$ cat config.mk
export PLATFORM = sky130hd
export DESIGN_NAME = fuid_seq
export DESIGN_NICKNAME = d
export VERILOG_FILES = /design/src/fuid_id_rom.sv /design/src/fuid_seq.sv
export SDC_FILE = /design/constraint.sdc
export NUM_CORES = 1
export LEC_CHECK = 0
export ABC_AREA = 1
export BUFFER_PORTS_ARGS = -buffer_cell sky130_fd_sc_hd__buf_2
export CAP_MARGIN = 40
export CORE_MARGIN = 8
export CORE_UTILIZATION = 45
export DETAILED_ROUTE_END_ITERATION = 7
export GPL_TIMING_DRIVEN = 0
export PLACE_DENSITY_LB_ADDON = 0.3
export SLEW_MARGIN = 25
export SYNTH_ARGS = -nofsm -noshare
export SYNTH_HDL_FRONTEND = slang
export SYNTH_SLANG_ARGS = --single-unit
$ cat constraint.sdc
create_clock -name clk_sys_i -period 6.6 [get_ports clk_sys_i]
set_input_delay 0 -clock clk_sys_i [delete_from_list [all_inputs] [get_ports clk_sys_i]]
set_output_delay 0 -clock clk_sys_i [all_outputs]
set_load 0.1 [all_outputs]
$ cat src/fuid_id_rom.sv
// Shared constants of the unique ID read sequencer and its ID word store.
`default_nettype none

package fuid_pkg;
	// ----------------------------------------------------------------
	// Register map
	// ----------------------------------------------------------------
	localparam int APB_AW = 8;
	localparam logic [7:0] OFS_CMD = 8'h00;
	localparam logic [7:0] OFS_STAT = 8'h04;
	localparam logic [7:0] OFS_RBH = 8'h08;
	localparam logic [7:0] OFS_RBL = 8'h0C;
	localparam logic [7:0] OFS_SAH = 8'h10;
	localparam logic [7:0] OFS_SAL = 8'h14;
	localparam logic [7:0] OFS_EAH = 8'h18;
	localparam logic [7:0] OFS_EAL = 8'h1C;
	localparam logic [7:0] OFS_IRQ_STAT = 8'h20;
	localparam logic [7:0] OFS_IRQ_MASK = 8'h24;
	// ----------------------------------------------------------------
	// Command register fields and codes
	// ----------------------------------------------------------------
	localparam int CMD_MSB = 3;
	localparam int DRC_BIT = 4;
	localparam logic [3:0] CMD_PROGRAM = 4'h1;
	localparam logic [3:0] CMD_BLANK_CHECK = 4'h3;
	localparam logic [3:0] CMD_BLOCK_ERASE = 4'h4;
	localparam logic [3:0] CMD_UNIQUE_ID = 4'h5;
	localparam logic [7:0] CMD_CLEAR = 8'h00;
	localparam logic [7:0] CMD_RESET = 8'h00;
	// ----------------------------------------------------------------
	// Status and interrupt bits
	// ----------------------------------------------------------------
	localparam int ST_SEQUENCER_READY_FLAG = 0;
	localparam int ST_READ_DATA_READY_FLAG = 1;
	localparam int ST_ERR = 2;
	localparam int EV_W = 3;
	localparam int EV_DATA = 0;
	localparam int EV_END = 1;
	localparam int EV_ERR = 2;
	// ----------------------------------------------------------------
	// Extra area holding the device ID words
	// ----------------------------------------------------------------
	localparam logic [15:0] ID_BASE = 16'h0850;
	localparam logic [15:0] ID_LAST = 16'h086F;
	localparam logic [15:0] ADDR_STEP = 16'h0004;
	localparam logic [15:0] ADDR_RESET = 16'h0000;
	localparam int ID_WORDS = 8;
	localparam int ID_IW = 3;
	typedef enum logic [2:0] {
		ST_IDLE,
		ST_FETCH,
		ST_LOAD,
		ST_HOLD,
		ST_WAIT
	} fuid_state_t;
endpackage

// --------------------------------------------------------------------
// Device ID word store
// --------------------------------------------------------------------
// Read data is registered, so a word appears one cycle after rd_en_i.
// The default content is arbitrary and stands for a factory ID.
module fuid_id_rom
	import fuid_pkg::*;
#(
	parameter int WORDS = ID_WORDS,
	parameter logic [WORDS*32-1:0] ID_INIT = {WORDS{32'h5A3C_96E1}}
) (
	input wire logic clk_sys_i,
	input wire logic sys_rst_i,
	input wire logic rd_en_i,
	input wire logic [$clog2(WORDS)-1:0] idx_i,
	output logic [31:0] data_o
);
	logic [31:0] data_q;
	logic [31:0] data_d;

	always_comb begin
		data_d = data_q;
		if (rd_en_i) begin
			data_d = ID_INIT[idx_i*32 +: 32];
		end
	end

	always_ff @(posedge clk_sys_i) begin
		if (sys_rst_i) begin
			data_q <= 32'h0000_0000;
		end else begin
			data_q <= data_d;
		end
	end

	assign data_o = data_q;
endmodule

`default_nettype wire

$ cat src/fuid_seq.sv
// Unique ID read sequencer with its APB register file and interrupt.
`default_nettype none

module fuid_seq
	import fuid_pkg::*;
#(
	parameter int WORDS = ID_WORDS
) (
	input wire logic clk_sys_i,
	input wire logic sys_rst_i,
	input wire logic psel_i,
	input wire logic penable_i,
	input wire logic pwrite_i,
	input wire logic [APB_AW-1:0] paddr_i,
	input wire logic [31:0] pwdata_i,
	output logic [31:0] prdata_o,
	output logic pready_o,
	output logic pslverr_o,
	output logic irq_o
);
	// ----------------------------------------------------------------
	// Decoding
	// ----------------------------------------------------------------
	function automatic logic is_mapped(input logic [APB_AW-1:0] a);
		case (a)
			OFS_CMD, OFS_STAT, OFS_RBH, OFS_RBL, OFS_SAH, OFS_SAL,
			OFS_EAH, OFS_EAL, OFS_IRQ_STAT, OFS_IRQ_MASK: is_mapped = 1'b1;
			default: is_mapped = 1'b0;
		endcase
	endfunction

	function automatic logic in_id_area(input logic [15:0] hi, input logic [15:0] lo);
		in_id_area = (hi == ADDR_RESET) && (lo >= ID_BASE) && (lo <= ID_LAST);
	endfunction

	logic wr_acc;
	logic setup;
	logic cmd_wr;
	logic [3:0] cmd_code;
	logic read_completion_bit;
	logic cmd_legal;

	assign wr_acc = psel_i && penable_i && pwrite_i && is_mapped(paddr_i);
	assign setup = psel_i && !penable_i;
	assign cmd_wr = wr_acc && (paddr_i == OFS_CMD);
	assign cmd_code = pwdata_i[CMD_MSB:0];
	assign read_completion_bit = pwdata_i[DRC_BIT];
	// Zero-wait slave: every access completes in its first access cycle.
	assign pready_o = 1'b1;
	assign pslverr_o = psel_i && penable_i && !is_mapped(paddr_i);

	always_comb begin
		case (cmd_code)
			CMD_PROGRAM, CMD_BLANK_CHECK, CMD_BLOCK_ERASE, CMD_UNIQUE_ID: cmd_legal = 1'b1;
			default: cmd_legal = (pwdata_i[7:0] == CMD_CLEAR);
		endcase
	end

	// ----------------------------------------------------------------
	// Sequencer
	// ----------------------------------------------------------------
	fuid_state_t state_q, state_d;
	logic [15:0] addr_q, addr_d;
	logic [15:0] rbh_q, rbh_d;
	logic [15:0] rbl_q, rbl_d;
	logic drdy_q, drdy_d;
	logic err_q, err_d;
	logic [15:0] sah_q, sal_q, eah_q, eal_q;
	logic rom_rd;
	logic [31:0] rom_data;
	logic area_ok_q, area_ok_d;
	logic sequencer_ready_flag;
	logic uid_wr;
	logic past_end;
	logic [EV_W-1:0] ev;

	// Fetches and loads are busy time; commands written then are ignored.
	assign sequencer_ready_flag = (state_q != ST_FETCH) && (state_q != ST_LOAD);
	assign uid_wr = cmd_wr && sequencer_ready_flag && (cmd_code == CMD_UNIQUE_ID);
	assign past_end = (addr_q + ADDR_STEP) > eal_q;
	assign rom_rd = (state_q == ST_FETCH);

	always_comb begin
		state_d = state_q;
		addr_d = addr_q;
		rbh_d = rbh_q;
		rbl_d = rbl_q;
		drdy_d = drdy_q;
		err_d = err_q;
		area_ok_d = area_ok_q;
		ev = '0;
		if (cmd_wr && sequencer_ready_flag) begin
			err_d = !cmd_legal;
			ev[EV_ERR] = !cmd_legal;
		end
		case (state_q)
			ST_IDLE: begin
				if (uid_wr && !read_completion_bit) begin
					addr_d = sal_q;
					area_ok_d = in_id_area(sah_q, sal_q);
					state_d = ST_FETCH;
				end
			end
			ST_FETCH: begin
				state_d = ST_LOAD;
			end
			ST_LOAD: begin
				// A word outside the extra area reads as zero.
				rbh_d = area_ok_q ? rom_data[31:16] : 16'h0000;
				rbl_d = area_ok_q ? rom_data[15:0] : 16'h0000;
				drdy_d = 1'b1;
				ev[EV_DATA] = 1'b1;
				state_d = ST_HOLD;
			end
			ST_HOLD, ST_WAIT: begin
				if (uid_wr && read_completion_bit) begin
					drdy_d = 1'b0;
					state_d = ST_WAIT;
				end else if (uid_wr && !read_completion_bit) begin
					drdy_d = 1'b0;
					if (past_end || eah_q != sah_q) begin
						state_d = ST_IDLE;
						ev[EV_END] = 1'b1;
					end else begin
						addr_d = addr_q + ADDR_STEP;
						area_ok_d = in_id_area(sah_q, addr_q + ADDR_STEP);
						state_d = ST_FETCH;
					end
				end
			end
			default: state_d = ST_IDLE;
		endcase
	end

	always_ff @(posedge clk_sys_i) begin
		if (sys_rst_i) begin
			state_q <= ST_IDLE;
			addr_q <= ADDR_RESET;
			rbh_q <= 16'h0000;
			rbl_q <= 16'h0000;
			drdy_q <= 1'b0;
			err_q <= 1'b0;
			area_ok_q <= 1'b0;
		end else begin
			state_q <= state_d;
			addr_q <= addr_d;
			rbh_q <= rbh_d;
			rbl_q <= rbl_d;
			drdy_q <= drdy_d;
			err_q <= err_d;
			area_ok_q <= area_ok_d;
		end
	end

	// The ID store is read-only: no write path reaches it.
	fuid_id_rom #(
		.WORDS(WORDS)
	) u_rom (
		.clk_sys_i(clk_sys_i),
		.sys_rst_i(sys_rst_i),
		.rd_en_i(rom_rd),
		.idx_i(ID_IW'((addr_q - ID_BASE) >> 2)),
		.data_o(rom_data)
	);

	// ----------------------------------------------------------------
	// Register file and interrupt
	// ----------------------------------------------------------------
	logic [7:0] fcr_q, fcr_d;
	logic [15:0] sah_d, sal_d, eah_d, eal_d;
	logic [EV_W-1:0] ist_q, ist_d, imask_q, imask_d;
	logic [31:0] rd_q, rd_d;

	always_comb begin
		fcr_d = fcr_q;
		sah_d = sah_q;
		sal_d = sal_q;
		eah_d = eah_q;
		eal_d = eal_q;
		imask_d = imask_q;
		ist_d = ist_q;
		rd_d = rd_q;
		if (wr_acc) begin
			case (paddr_i)
				OFS_CMD: fcr_d = (sequencer_ready_flag) ? pwdata_i[7:0] : fcr_q;
				OFS_SAH: sah_d = pwdata_i[15:0];
				OFS_SAL: sal_d = pwdata_i[15:0];
				OFS_EAH: eah_d = pwdata_i[15:0];
				OFS_EAL: eal_d = pwdata_i[15:0];
				OFS_IRQ_STAT: ist_d = ist_q & ~pwdata_i[EV_W-1:0];
				OFS_IRQ_MASK: imask_d = pwdata_i[EV_W-1:0];
				default: ;
			endcase
		end
		// A new event wins over a clearing write in the same cycle.
		ist_d = ist_d | ev;
		if (setup) begin
			case (paddr_i)
				OFS_CMD: rd_d = {24'h00_0000, fcr_q};
				OFS_STAT: rd_d = {29'h0000_0000, err_q, drdy_q, sequencer_ready_flag};
				OFS_RBH: rd_d = {16'h0000, rbh_q};
				OFS_RBL: rd_d = {16'h0000, rbl_q};
				OFS_SAH: rd_d = {16'h0000, sah_q};
				OFS_SAL: rd_d = {16'h0000, sal_q};
				OFS_EAH: rd_d = {16'h0000, eah_q};
				OFS_EAL: rd_d = {16'h0000, eal_q};
				OFS_IRQ_STAT: rd_d = {29'h0000_0000, ist_q};
				OFS_IRQ_MASK: rd_d = {29'h0000_0000, imask_q};
				default: rd_d = 32'h0000_0000;
			endcase
		end
	end

	always_ff @(posedge clk_sys_i) begin
		if (sys_rst_i) begin
			fcr_q <= CMD_RESET;
			sah_q <= ADDR_RESET;
			sal_q <= ADDR_RESET;
			eah_q <= ADDR_RESET;
			eal_q <= ADDR_RESET;
			ist_q <= '0;
			imask_q <= '0;
			rd_q <= 32'h0000_0000;
		end else begin
			fcr_q <= fcr_d;
			sah_q <= sah_d;
			sal_q <= sal_d;
			eah_q <= eah_d;
			eal_q <= eal_d;
			ist_q <= ist_d;
			imask_q <= imask_d;
			rd_q <= rd_d;
		end
	end

	assign prdata_o = rd_q;
	assign irq_o = |(ist_q & imask_q);
endmodule

`default_nettype wire

==> metrics, run 1 <==
Slew Limit Fails=0; EDFF count, synth=0; chip width=135.6 um; Logic pwr share=11.8%; Worst slew margin=53.59%; HPWL after DPL=15.46 mm; Flop pwr share=41.2%; Setup CP Type=reg2reg; max_cap viols=0; top_reg_cell synth=dfxtp_1; Tightest Pin Transition=0.6935 ns; clock-pin slew on the worst setup and hold paths=0.05 ns; final worst-path cycle share=52.40%; largest net degree at the start of global routing=17; commonest non-fill, non-tap cell in the layout=nand2_1; Post-Syn Area=6439 sq um; Port Buffers=46; Startpoint Class=register; Max IR drop VDD=0.0001950 V; Final Hold Viols=0; DR pass1 iterations=5; share of cells above drive strength 1=12.63%; fmax=289.2 MHz; Post-synth ARST share=0%; via count=6,633; Synth area leader=dfxtp_1; Syn Inst Count=939; Max Clock Skew=0.004396 ns; Clock power frac=46.9%; total core area=13,930 sq um; Die Ht=135.6 um; Max Root-Sink Buffers=2; initial DRC count=685; # IOs=80; Routed Antenna Nets=0; CP required=6.92 ns; Unique masters post-synth=40; TritonCTS clock tree=done; Power Density=234.3 nW/um^2; Skew-Pair Late Insertion Delay=0.43 ns; Int Pwr=1300 uW; Period minus WS final=3.458 ns; vias in the first global route=6,045; Starting Density=46.21%; synth warn=0; Net Switching=486.2 uW; final setup vio count=0; Diodes inserted=0; initial antenna violation count=0; root buf cell=clkbuf_16; nets@finish=1,099; CTS buffer count=17; outcome=complete, no violations; GPL Wtd Cong=0.9317; CP Capture Type=register; RSZ-0062 raised after global routing=false; Synth top area share=36.69%; highest-count cells in the layout ignoring fill and taps=165 x nand2_1, 122 x inv_1, 118 x dfxtp_1, 113 x a21oi_1, 104 x o21ai_0; post-synthesis sequential element count=118; grt total ovfl=0; die area=18,390 sq um; global-route wire length before repair=32.22 mm; top area cells in the synthesized netlist=dfxtp_1 37%, nand2_1 9.6%, a21oi_1 8.8%; Worst Path Arrival=3.78 ns; setup slack, reg-to-reg=3.14 ns; post-synthesis area per instance=6.857 sq um; Sink Count=118; H-tree levels=4; Hold Crit Class=in2reg; drt total wl=20.47 mm; Max FO, Critical Path=10; Syn-to-layout area delta=18.40%; WL per Instance=16.71 um; Leakage=0.003268 uW; number of gates resized after cts=0; row count=43; Via density=5.415; residual DRC count=0; Hold Slack=0.05646 ns; setup_tns=0 ns; sequential share of the synthesized area=36.69%; GRT Util Overall=22.66%; sw frac=27.22%
==> critical path, cell delays in order (launching register included) <==
cell     delay [ns]
dfxtp_1        0.39
nand3_1        0.14
nor2_1         0.27
nand3_1        0.18
nor2_1         0.15
xnor2_1        0.19
inv_1          0.08
ha_1           0.30
nand2_1        0.09
nor3_1         0.40
nand3_1        0.11
nand2_1        0.09
nand2_1        0.10
nor2_1         0.27
nand2_4        0.15
nand2_4        0.14
buf_6          0.16
nand2_1        0.06
nand2_1        0.06
nor2_1         0.04
==> cell type report <==
class	count	area, sq um
inverter	131	494.2
multi-input combinational	652	3353
clock buffer	23	457.9
sequential	118	2362
tap	180	225.2
clock inverter	6	55.05
buffer	53	285.3
fill	1386	6311
timing repair buffer	62	390.4
==> state kept, by name (all words and copies together), names as in the netlist, 8 cells and up <==
name,count
addr_q,16
eah_q,16
eal_q,16
prdata_o,16
sah_q,16
sal_q,16
fcr_q,8
==> cells by family after synthesis <==
| family | synth area share [%] |
|---|---|
| flip-flops | 36.69 |
| XOR/XNOR | 1.496 |
| AO/OA/AOI/OAI | 22.02 |
| AND/OR/NAND/NOR | 23.88 |
| adder cells (fa/ha/maj) | 3.692 |
| other | 0.1166 |
| buffers and inverters | 12.11 |
==> what timing repair did <==
action                    in CTS  in global routing
buffers inserted               0                  0
hold buffers                  16                  0
hold endpoints to repair      57                  0
==> power groups by stage <==
stage	clock (uW)	sequential (uW)	combinational (uW)
after CTS	838	736	209
after global routing	871	737	232
after global placement	0	751	200
after detailed placement	0	751	201
after floorplan	0	749	153
final	838	737	211
==> path summary, 6_finish.rpt <==
| check | from | end | depth (start not counted) |
|---|---|---|---|
| max | addr_q[3]$_SDFFE_PP0P_ | addr_q[15]$_SDFFE_PP0P_ | 19 |
| min | penable_i | prdata_o[0]$_SDFFE_PP0P_ | 4 |
| max reg2reg | addr_q[3]$_SDFFE_PP0P_ | addr_q[15]$_SDFFE_PP0P_ | 19 |
| min reg2reg | u_rom.data_o[30]$_SDFFE_PP0P_ | u_rom.data_o[30]$_SDFFE_PP0P_ | 2 |
==> cell usage after synthesis (2+ instances only) <==
master	number
nor2_1	82
dfxtp_1	118
a211oi_1	2
buf_4	17
nor2_4	2
o2111ai_1	2
inv_2	7
o221ai_1	3
clkbuf_1	22
nor4_1	2
nand3_1	36
nand4_1	16
o31ai_1	7
o22ai_1	23
buf_2	11
nand3b_1	3
nand3_2	2
a21oi_1	113
nor2_8	2
o21ai_1	5
xnor2_1	6
conb_1	2
nand2_4	6
nand2_2	8
ha_1	19
o21ai_0	104
nor2_2	3
nand2_1	165
nor3_1	11
xor2_1	5
o211ai_1	5
inv_1	122
==> metal layers <==
metal	track usage, %	vias up	wire length (um)
li1	-	3261	-
met1	29.40	3037	8844
met2	35.29	281	9374
met3	5.156	54	1625
met4	9.685	0	630
met5	0	-	0
==> through the flow <==
stage | cell area [sq um] | total power, uW | setup WS [ns] | util [%] | std cells
after floorplan | 6495 | 901.2 | 3.853 | - | 954
after global placement | 6950 | 951.5 | 3.253 | 49.88 | 1180
after detailed placement | 6950 | 952.8 | 3.205 | 49.88 | 1180
after CTS | 7624 | 1783 | 3.193 | 54.71 | 1225
after global routing | 7624 | 1841 | 2.742 | 54.71 | 1225
final | 7624 | 1786 | 3.142 | 54.71 | 1225
No activity file was read; power rests on OpenSTA's default activity.
==> run 2, diff against run 1 <==
- ABC_AREA: 1 -> 0
- clock period: 6.6 -> 3.5 ns (I/O delays scaled with it)
==> metrics, run 2 <==
top_reg_cell synth=dfxtp_1; final worst-path cycle share=95.00% (+43 points); nets@finish=946 (-14%); Flop pwr share=40.0% (-1.2 points); Crit Reg-Reg Endpoint=addr_q[12]$_SDFFE_PP0P_; GRT Util Overall=21.88% (-0.78 points); Sink Count=118 (unchanged); RR Startpoint=addr_q[4]$_SDFFE_PP0P_; Clock power frac=50.4% (+3.5 points); CP max-delay cell=or2_2; fmax=300.8 MHz (+4.0%); row count=43 (unchanged); Via density=5.649 (+4.3%); total core area=13,930 sq um (unchanged); H-tree levels=4 (unchanged); Startpoint Class=register; Setup CP Type=reg2reg; Port Buffers=42 (-8.7%); EDFF count, synth=0 (unchanged); Post-synth top cells=123 x nand2_1, 118 x dfxtp_1, 82 x a21oi_1, 80 x nor2_1, 64 x mux2i_1; critical path startpoint=addr_q[4]$_SDFFE_PP0P_; Synth area leader=dfxtp_1; Unique masters post-synth=68 (+70%); TritonCTS clock tree=done; sw frac=27.21% (about the same); Synth top area share=36.65% (about the same); root buf cell=clkbuf_16; post-synthesis area per instance=8.189 sq um (+19%); end of the critical path=addr_q[12]$_SDFFE_PP0P_; Net Switching=923.1 uW (+90%); CP Capture Type=register; largest stage delay on the critical path=0.34 ns (-0.06 ns); vias in the first global route=5,947 (-1.6%); crit-path cells=clkbuf_4 -> nand4_1 -> or2_2 -> nor3_1 -> xor2_1 -> ha_1 -> and4_1 -> a311oi_2 -> o211ai_1 -> o21ai_4 -> buf_4 -> mux2_2 -> nor2_1; highest-count cells in the layout ignoring fill and taps=122 x nand2_1, 117 x dfxtp_1, 81 x a21oi_1, 80 x nor2_1, 64 x mux2i_1; die area=18,410 sq um (about the same); Leakage=0.002950 uW (-9.7%); Max Clock Skew=0.007827 ns (+0.003431 ns); Diodes inserted=0 (unchanged); max_cap viols=0 (unchanged); Post-Syn Area=6445 sq um (about the same); WL per Instance=18.38 um (+10%); CTS buffer count=17 (unchanged); Max IR drop VDD=0.0003649 V (+87%); commonest non-fill, non-tap cell in the layout=nand2_1; Worst Path Arrival=3.67 ns (-0.11 ns); fin area=7746 sq um (+1.6%); Post-Route Utilization=55.59% (+0.88 points); # IOs=80 (unchanged); post-placement cell area=6937 sq um (-0.20%); Slew Limit Fails=0 (unchanged); chip width=135.7 um (about the same); HPWL after DPL=14.60 mm (-5.6%); Syn Inst Count=787 (-16%); residual DRC count=0 (unchanged); drt total wl=19.76 mm (-3.5%); Die Ht=135.7 um (about the same); Max Root-Sink Buffers=2 (unchanged); via count=6,073 (-8.4%); most common cell in the synthesized netlist=nand2_1; R2R cell count=13 (-6); Final Hold Viols=0 (unchanged); Period minus WS final=3.325 ns (-0.1333 ns); GPL Wtd Cong=0.9465 (+1.6%); Post-synth ARST share=0% (unchanged); CP required=3.85 ns (-3.07 ns); Starting Density=46.25% (about the same); outcome=complete, no violations; Int Pwr=2470 uW (+90%); Syn-to-layout area delta=20.19%; share of cells above drive strength 1=15.98% (+3.3 points); setup slack, reg-to-reg=0.18 ns (-2.97 ns); Tightest Pin Transition=0.8556 ns (+0.1620 ns); grt total ovfl=0 (unchanged); initial antenna violation count=0 (unchanged); Max FO, Critical Path=9 (-1); final setup vio count=0 (unchanged); Worst slew margin=42.96% (-11 points); DR pass1 iterations=5 (unchanged); clock-pin slew on the worst setup and hold paths=0.06 ns (about the same); global-route wire length before repair=31.62 mm (-1.8%); synth warn=0 (unchanged); top area cells in the synthesized netlist=dfxtp_1 37%, mux2i_1 9.9%, nand2_1 7.2%; initial DRC count=594 (-13%); Power Density=438.0 nW/um^2 (+87%); largest net degree at the start of global routing=17 (unchanged); Hold Crit Class=in2reg; Logic pwr share=9.5% (-2.3 points); Routed Antenna Nets=0 (unchanged); post-synthesis sequential element count=118 (unchanged); Skew-Pair Late Insertion Delay=0.42 ns (about the same); sequential share of the synthesized area=36.65% (about the same)
-- run 2: changes by cell type in the layout (fill, tap and decap cells not counted), sizes merged, moves of 23 or more --
cell   previous run  this run
a21oi           113        82
inv             130        30
mux2i             0        64
nand2           179       123
nand3            38        13
o21ai           109        36
o22ai            23         0
-- run 2: kinds of logic after synthesis --
family / share of synthesized area [%]
mux: 10.64
compound gates: 15.53
simple gates: 21.86
fa+ha+maj: 3.689
xor+xnor: 4.485
buf+inv: 7.028
flops: 36.65
other cells: 0.1165
-- run 2: area by class of cell --
cell class	instances	area (sq um)
plain buffers	63	350.3
clock buffers	18	429.2
clock inverters	14	152.6
fillers	1260	6188
inverters	27	101.3
multi-input cells	593	3726
flip-flops and latches	118	2364
well taps	180	225.2
repair buffers	62	397.9
-- run 2: worst max-delay path: cells and delay by family, from the launching register on --
kind / cells / cell delay, ns
and+or+nand+nor: 5 / 1.06
AOI/OAI and AO/OA: 3 / 0.73
buffers and inverters: 2 / 0.33
muxes: 1 / 0.31
DFF: 1 / 0.30
adders and majority gates: 1 / 0.28
xor gates and xnor gates: 1 / 0.23
-- run 2: layer usage --
metal | wire, um | GRT usage [%]
met5 | 0 | 0
met4 | 590 | 9.747
met3 | 1436 | 6.194
met2 | 9018 | 34.44
met1 | 8711 | 27.23
-- run 2: repair_timing --
item / in CTS / in global routing
pin swaps: 1 / 5
hold buffers: 15 / 0
hold endpoints to repair: 66 / 0
setup buffers: 3 / 2
resized for setup: 0 / 9
endpoints found under the setup margin: 15 / 17
-- run 2: metrics by stage --
stage / setup TNS (ns) / std cells / hold slack (ns) / power (uW) / worst slack [ns]
after global placement: -2.598 / 1024 / 0.2911 / 1693 / -0.2638
final: 0 / 1075 / 0.05436 / 3393 / 0.1751
after detailed placement: -2.624 / 1024 / 0.2925 / 1694 / -0.2592
after floorplan: 0 / 802 / 0.1360 / 1619 / 0.4226
after CTS: 0 / 1073 / 0.05278 / 3401 / 0.009512
after global routing: -0.04521 / 1075 / 0.1008 / 3495 / -0.01598
-- run 2: how the worst min path moves through the flow --
stage	slack, ns	cells past startpoint	end	start
after floorplan	0.14	2	sal_q[3]$_SDFFE_PP0P_	pwdata_i[3]
after global placement	0.29	3	sal_q[15]$_SDFFE_PP0P_	pwdata_i[15]
after detailed placement	0.29	3	sah_q[15]$_SDFFE_PP0P_	pwdata_i[15]
after CTS	0.05	3	sal_q[4]$_SDFFE_PP0P_	pwdata_i[4]
after global routing	0.10	3	fcr_q[4]$_SDFFE_PP0P_	pwdata_i[4]
final	0.05	3	sal_q[4]$_SDFFE_PP0P_	pwdata_i[4]
-- run 2: power by group through the flow --
stage	Combinational [uW]	Clock (uW)	Sequential, uW
after floorplan	157	0	1460
after global placement	306	0	1390
after detailed placement	306	0	1390
after CTS	319	1720	1360
after global routing	335	1800	1360
final	324	1710	1360
==> run 3, diff against run 2 <==
- clock period: 3.5 -> 3.4 ns (I/O delays scaled with it)
==> metrics, run 3 (same netlist as run 2, synthesis figures left out) <==
final setup vio count=0 (unchanged); Power Density=449.0 nW/um^2 (+2.5%); residual DRC count=0 (unchanged); nets@finish=945 (-0.11%); Slew Limit Fails=0 (unchanged); grt total ovfl=0 (unchanged); clock-pin slew on the worst setup and hold paths=0.06 ns (about the same); # IOs=80 (unchanged); fmax=304.8 MHz (+1.4%); Sink Count=118 (unchanged); Setup CP Type=reg2reg; Diodes inserted=0 (unchanged); Overall Power=3491 uW (+2.9%); CTS buffer count=17 (unchanged); total core area=13,930 sq um (unchanged); Leakage=0.002976 uW (+0.87%); row count=43 (unchanged); H-tree levels=4 (unchanged); Net Switching=948.3 uW (+2.7%); Layout Cells excl Fill=1,074 (-0.093%); Worst slew margin=44.28% (+1.3 points); largest net degree at the start of global routing=17 (unchanged); CP max-delay cell=dfxtp_1; crit-path cells=clkbuf_4 -> nand4_1 -> buf_4 -> nor4_4 -> xor2_1 -> ha_1 -> and4_1 -> a311oi_2 -> o211ai_1 -> o21ai_4 -> buf_8 -> mux2i_1 -> nor2_1; final worst-path cycle share=96.49% (+1.5 points); TritonCTS clock tree=done; initial antenna violation count=0 (unchanged); WL per Instance=18.34 um (-0.19%); drt total wl=19.70 mm (-0.28%); outcome=complete, no violations; largest stage delay on the critical path=0.30 ns (-0.04 ns); Starting Density=46.25% (unchanged); post-placement cell area=6937 sq um (unchanged); GPL Wtd Cong=0.9465 (unchanged); Max Root-Sink Buffers=2 (unchanged); DR pass1 iterations=7 (+2); Logic pwr share=9.5% (about the same); share of cells above drive strength 1=16.67% (+0.69 points); placed cell count=1,024 (unchanged); Max Clock Skew=0.008303 ns (+0.0004759 ns); Startpoint Class=register; Via density=5.662 (+0.22%); Period minus WS final=3.281 ns (-0.04433 ns); Final Hold Viols=0 (unchanged); Max IR drop VDD=0.0003760 V (+3.0%); Die Ht=135.7 um (unchanged); GRT Util Overall=21.90% (about the same); vias in the first global route=5,945 (-0.034%); global-route wire length before repair=31.64 mm (about the same); fin area=7775 sq um (+0.37%); root buf cell=clkbuf_16; die area=18,410 sq um (unchanged); Int Pwr=2543 uW (+3.0%); Tightest Pin Transition=0.8358 ns (-0.01975 ns); Syn-to-layout area delta=20.64%; HPWL after DPL=14.60 mm (unchanged); Worst Path Arrival=3.56 ns (-0.11 ns); Flop pwr share=40.0% (about the same); chip width=135.7 um (unchanged); commonest non-fill, non-tap cell in the layout=nand2_1; Port Buffers=42 (unchanged); CP required=3.68 ns (-0.17 ns); highest-count cells in the layout ignoring fill and taps=122 x nand2_1, 117 x dfxtp_1, 81 x a21oi_1, 78 x nor2_1, 64 x mux2i_1; via count=6,081 (+0.13%); Routed Antenna Nets=0 (unchanged); CP Capture Type=register; Max FO, Critical Path=10 (+1); Clock power frac=50.4% (about the same); max_cap viols=0 (unchanged); Hold Crit Class=in2reg; Hold Slack=0.06372 ns (+0.009358 ns); sw frac=27.16% (-0.044 points); Skew-Pair Late Insertion Delay=0.41 ns (about the same); initial DRC count=543 (-8.6%)
[run 3: cell type report]
class	instances	area [sq um]
fillers	1252	6160
multi-input cells	593	3757
flip-flops and latches	118	2364
clock buffers	18	429.2
repair buffers	62	397.9
plain buffers	62	347.8
well taps	180	225.2
clock inverters	14	152.6
inverters	27	101.3
[run 3: worst paths after layout]
check / startpoint / endpoint / slack (ns) / cells after the start
worst max register to register: addr_q[4]$_SDFFE_PP0P_ / addr_q[15]$_SDFFE_PP0P_ / 0.12 / 13
worst min register to register: fcr_q[5]$_SDFFE_PP0P_ / fcr_q[5]$_SDFFE_PP0P_ / 0.46 / 2
worst max-delay path: addr_q[4]$_SDFFE_PP0P_ / addr_q[15]$_SDFFE_PP0P_ / 0.12 / 13
worst min-delay path: pwdata_i[4] / sal_q[4]$_SDFFE_PP0P_ / 0.06 / 3
[run 3: metal layers]
| metal | up-vias | GRT usage, % | part of all wire (%) |
|---|---|---|---|
| li1 | 2936 | - | - |
| met4 | 0 | 9.747 | 2.7 |
| met5 | - | 0 | 0 |
| met1 | 2853 | 27.27 | 44 |
| met2 | 256 | 34.44 | 46 |
| met3 | 36 | 6.194 | 7.2 |
[run 3: critical path, delay by kind of cell, from the launching register on]
family,cells,cell delay [ns]
xor gates and xnor gates,1,0.24
AOI/OAI and AO/OA,3,0.76
DFF,1,0.30
and+or+nand+nor,4,0.75
muxes,1,0.23
buffers and inverters,3,0.57
adders and majority gates,1,0.30
[run 3: power by group through the flow]
stage / Sequential, uW / Combinational, uW / Clock (uW)
finish: 1400 / 333 / 1760
global route: 1400 / 345 / 1850
CTS: 1400 / 329 / 1770
detailed placement: 1430 / 315 / 0
global placement: 1430 / 315 / 0
floorplan: 1500 / 161 / 0
[run 3: metrics by stage]
stage,setup TNS (ns),worst slack [ns],util (%)
6_report,0,0.1194,55.80
5_1_grt,-0.8078,-0.08571,55.80
4_1_cts,0,0.008396,55.30
3_5_place_dp,-4.124,-0.3592,49.78
3_3_place_gp,-4.098,-0.3638,49.78
2_1_floorplan,0,0.3226,-
[run 3: timing repair]
action                                  CTS  global route
cloned                                    0             0
endpoints found under the hold margin    66             0
buffers inserted                          3             2
resized for setup                         3            16
endpoints found under the setup margin   15            17
hold buffers                             15             0
pin swaps                                 1             8
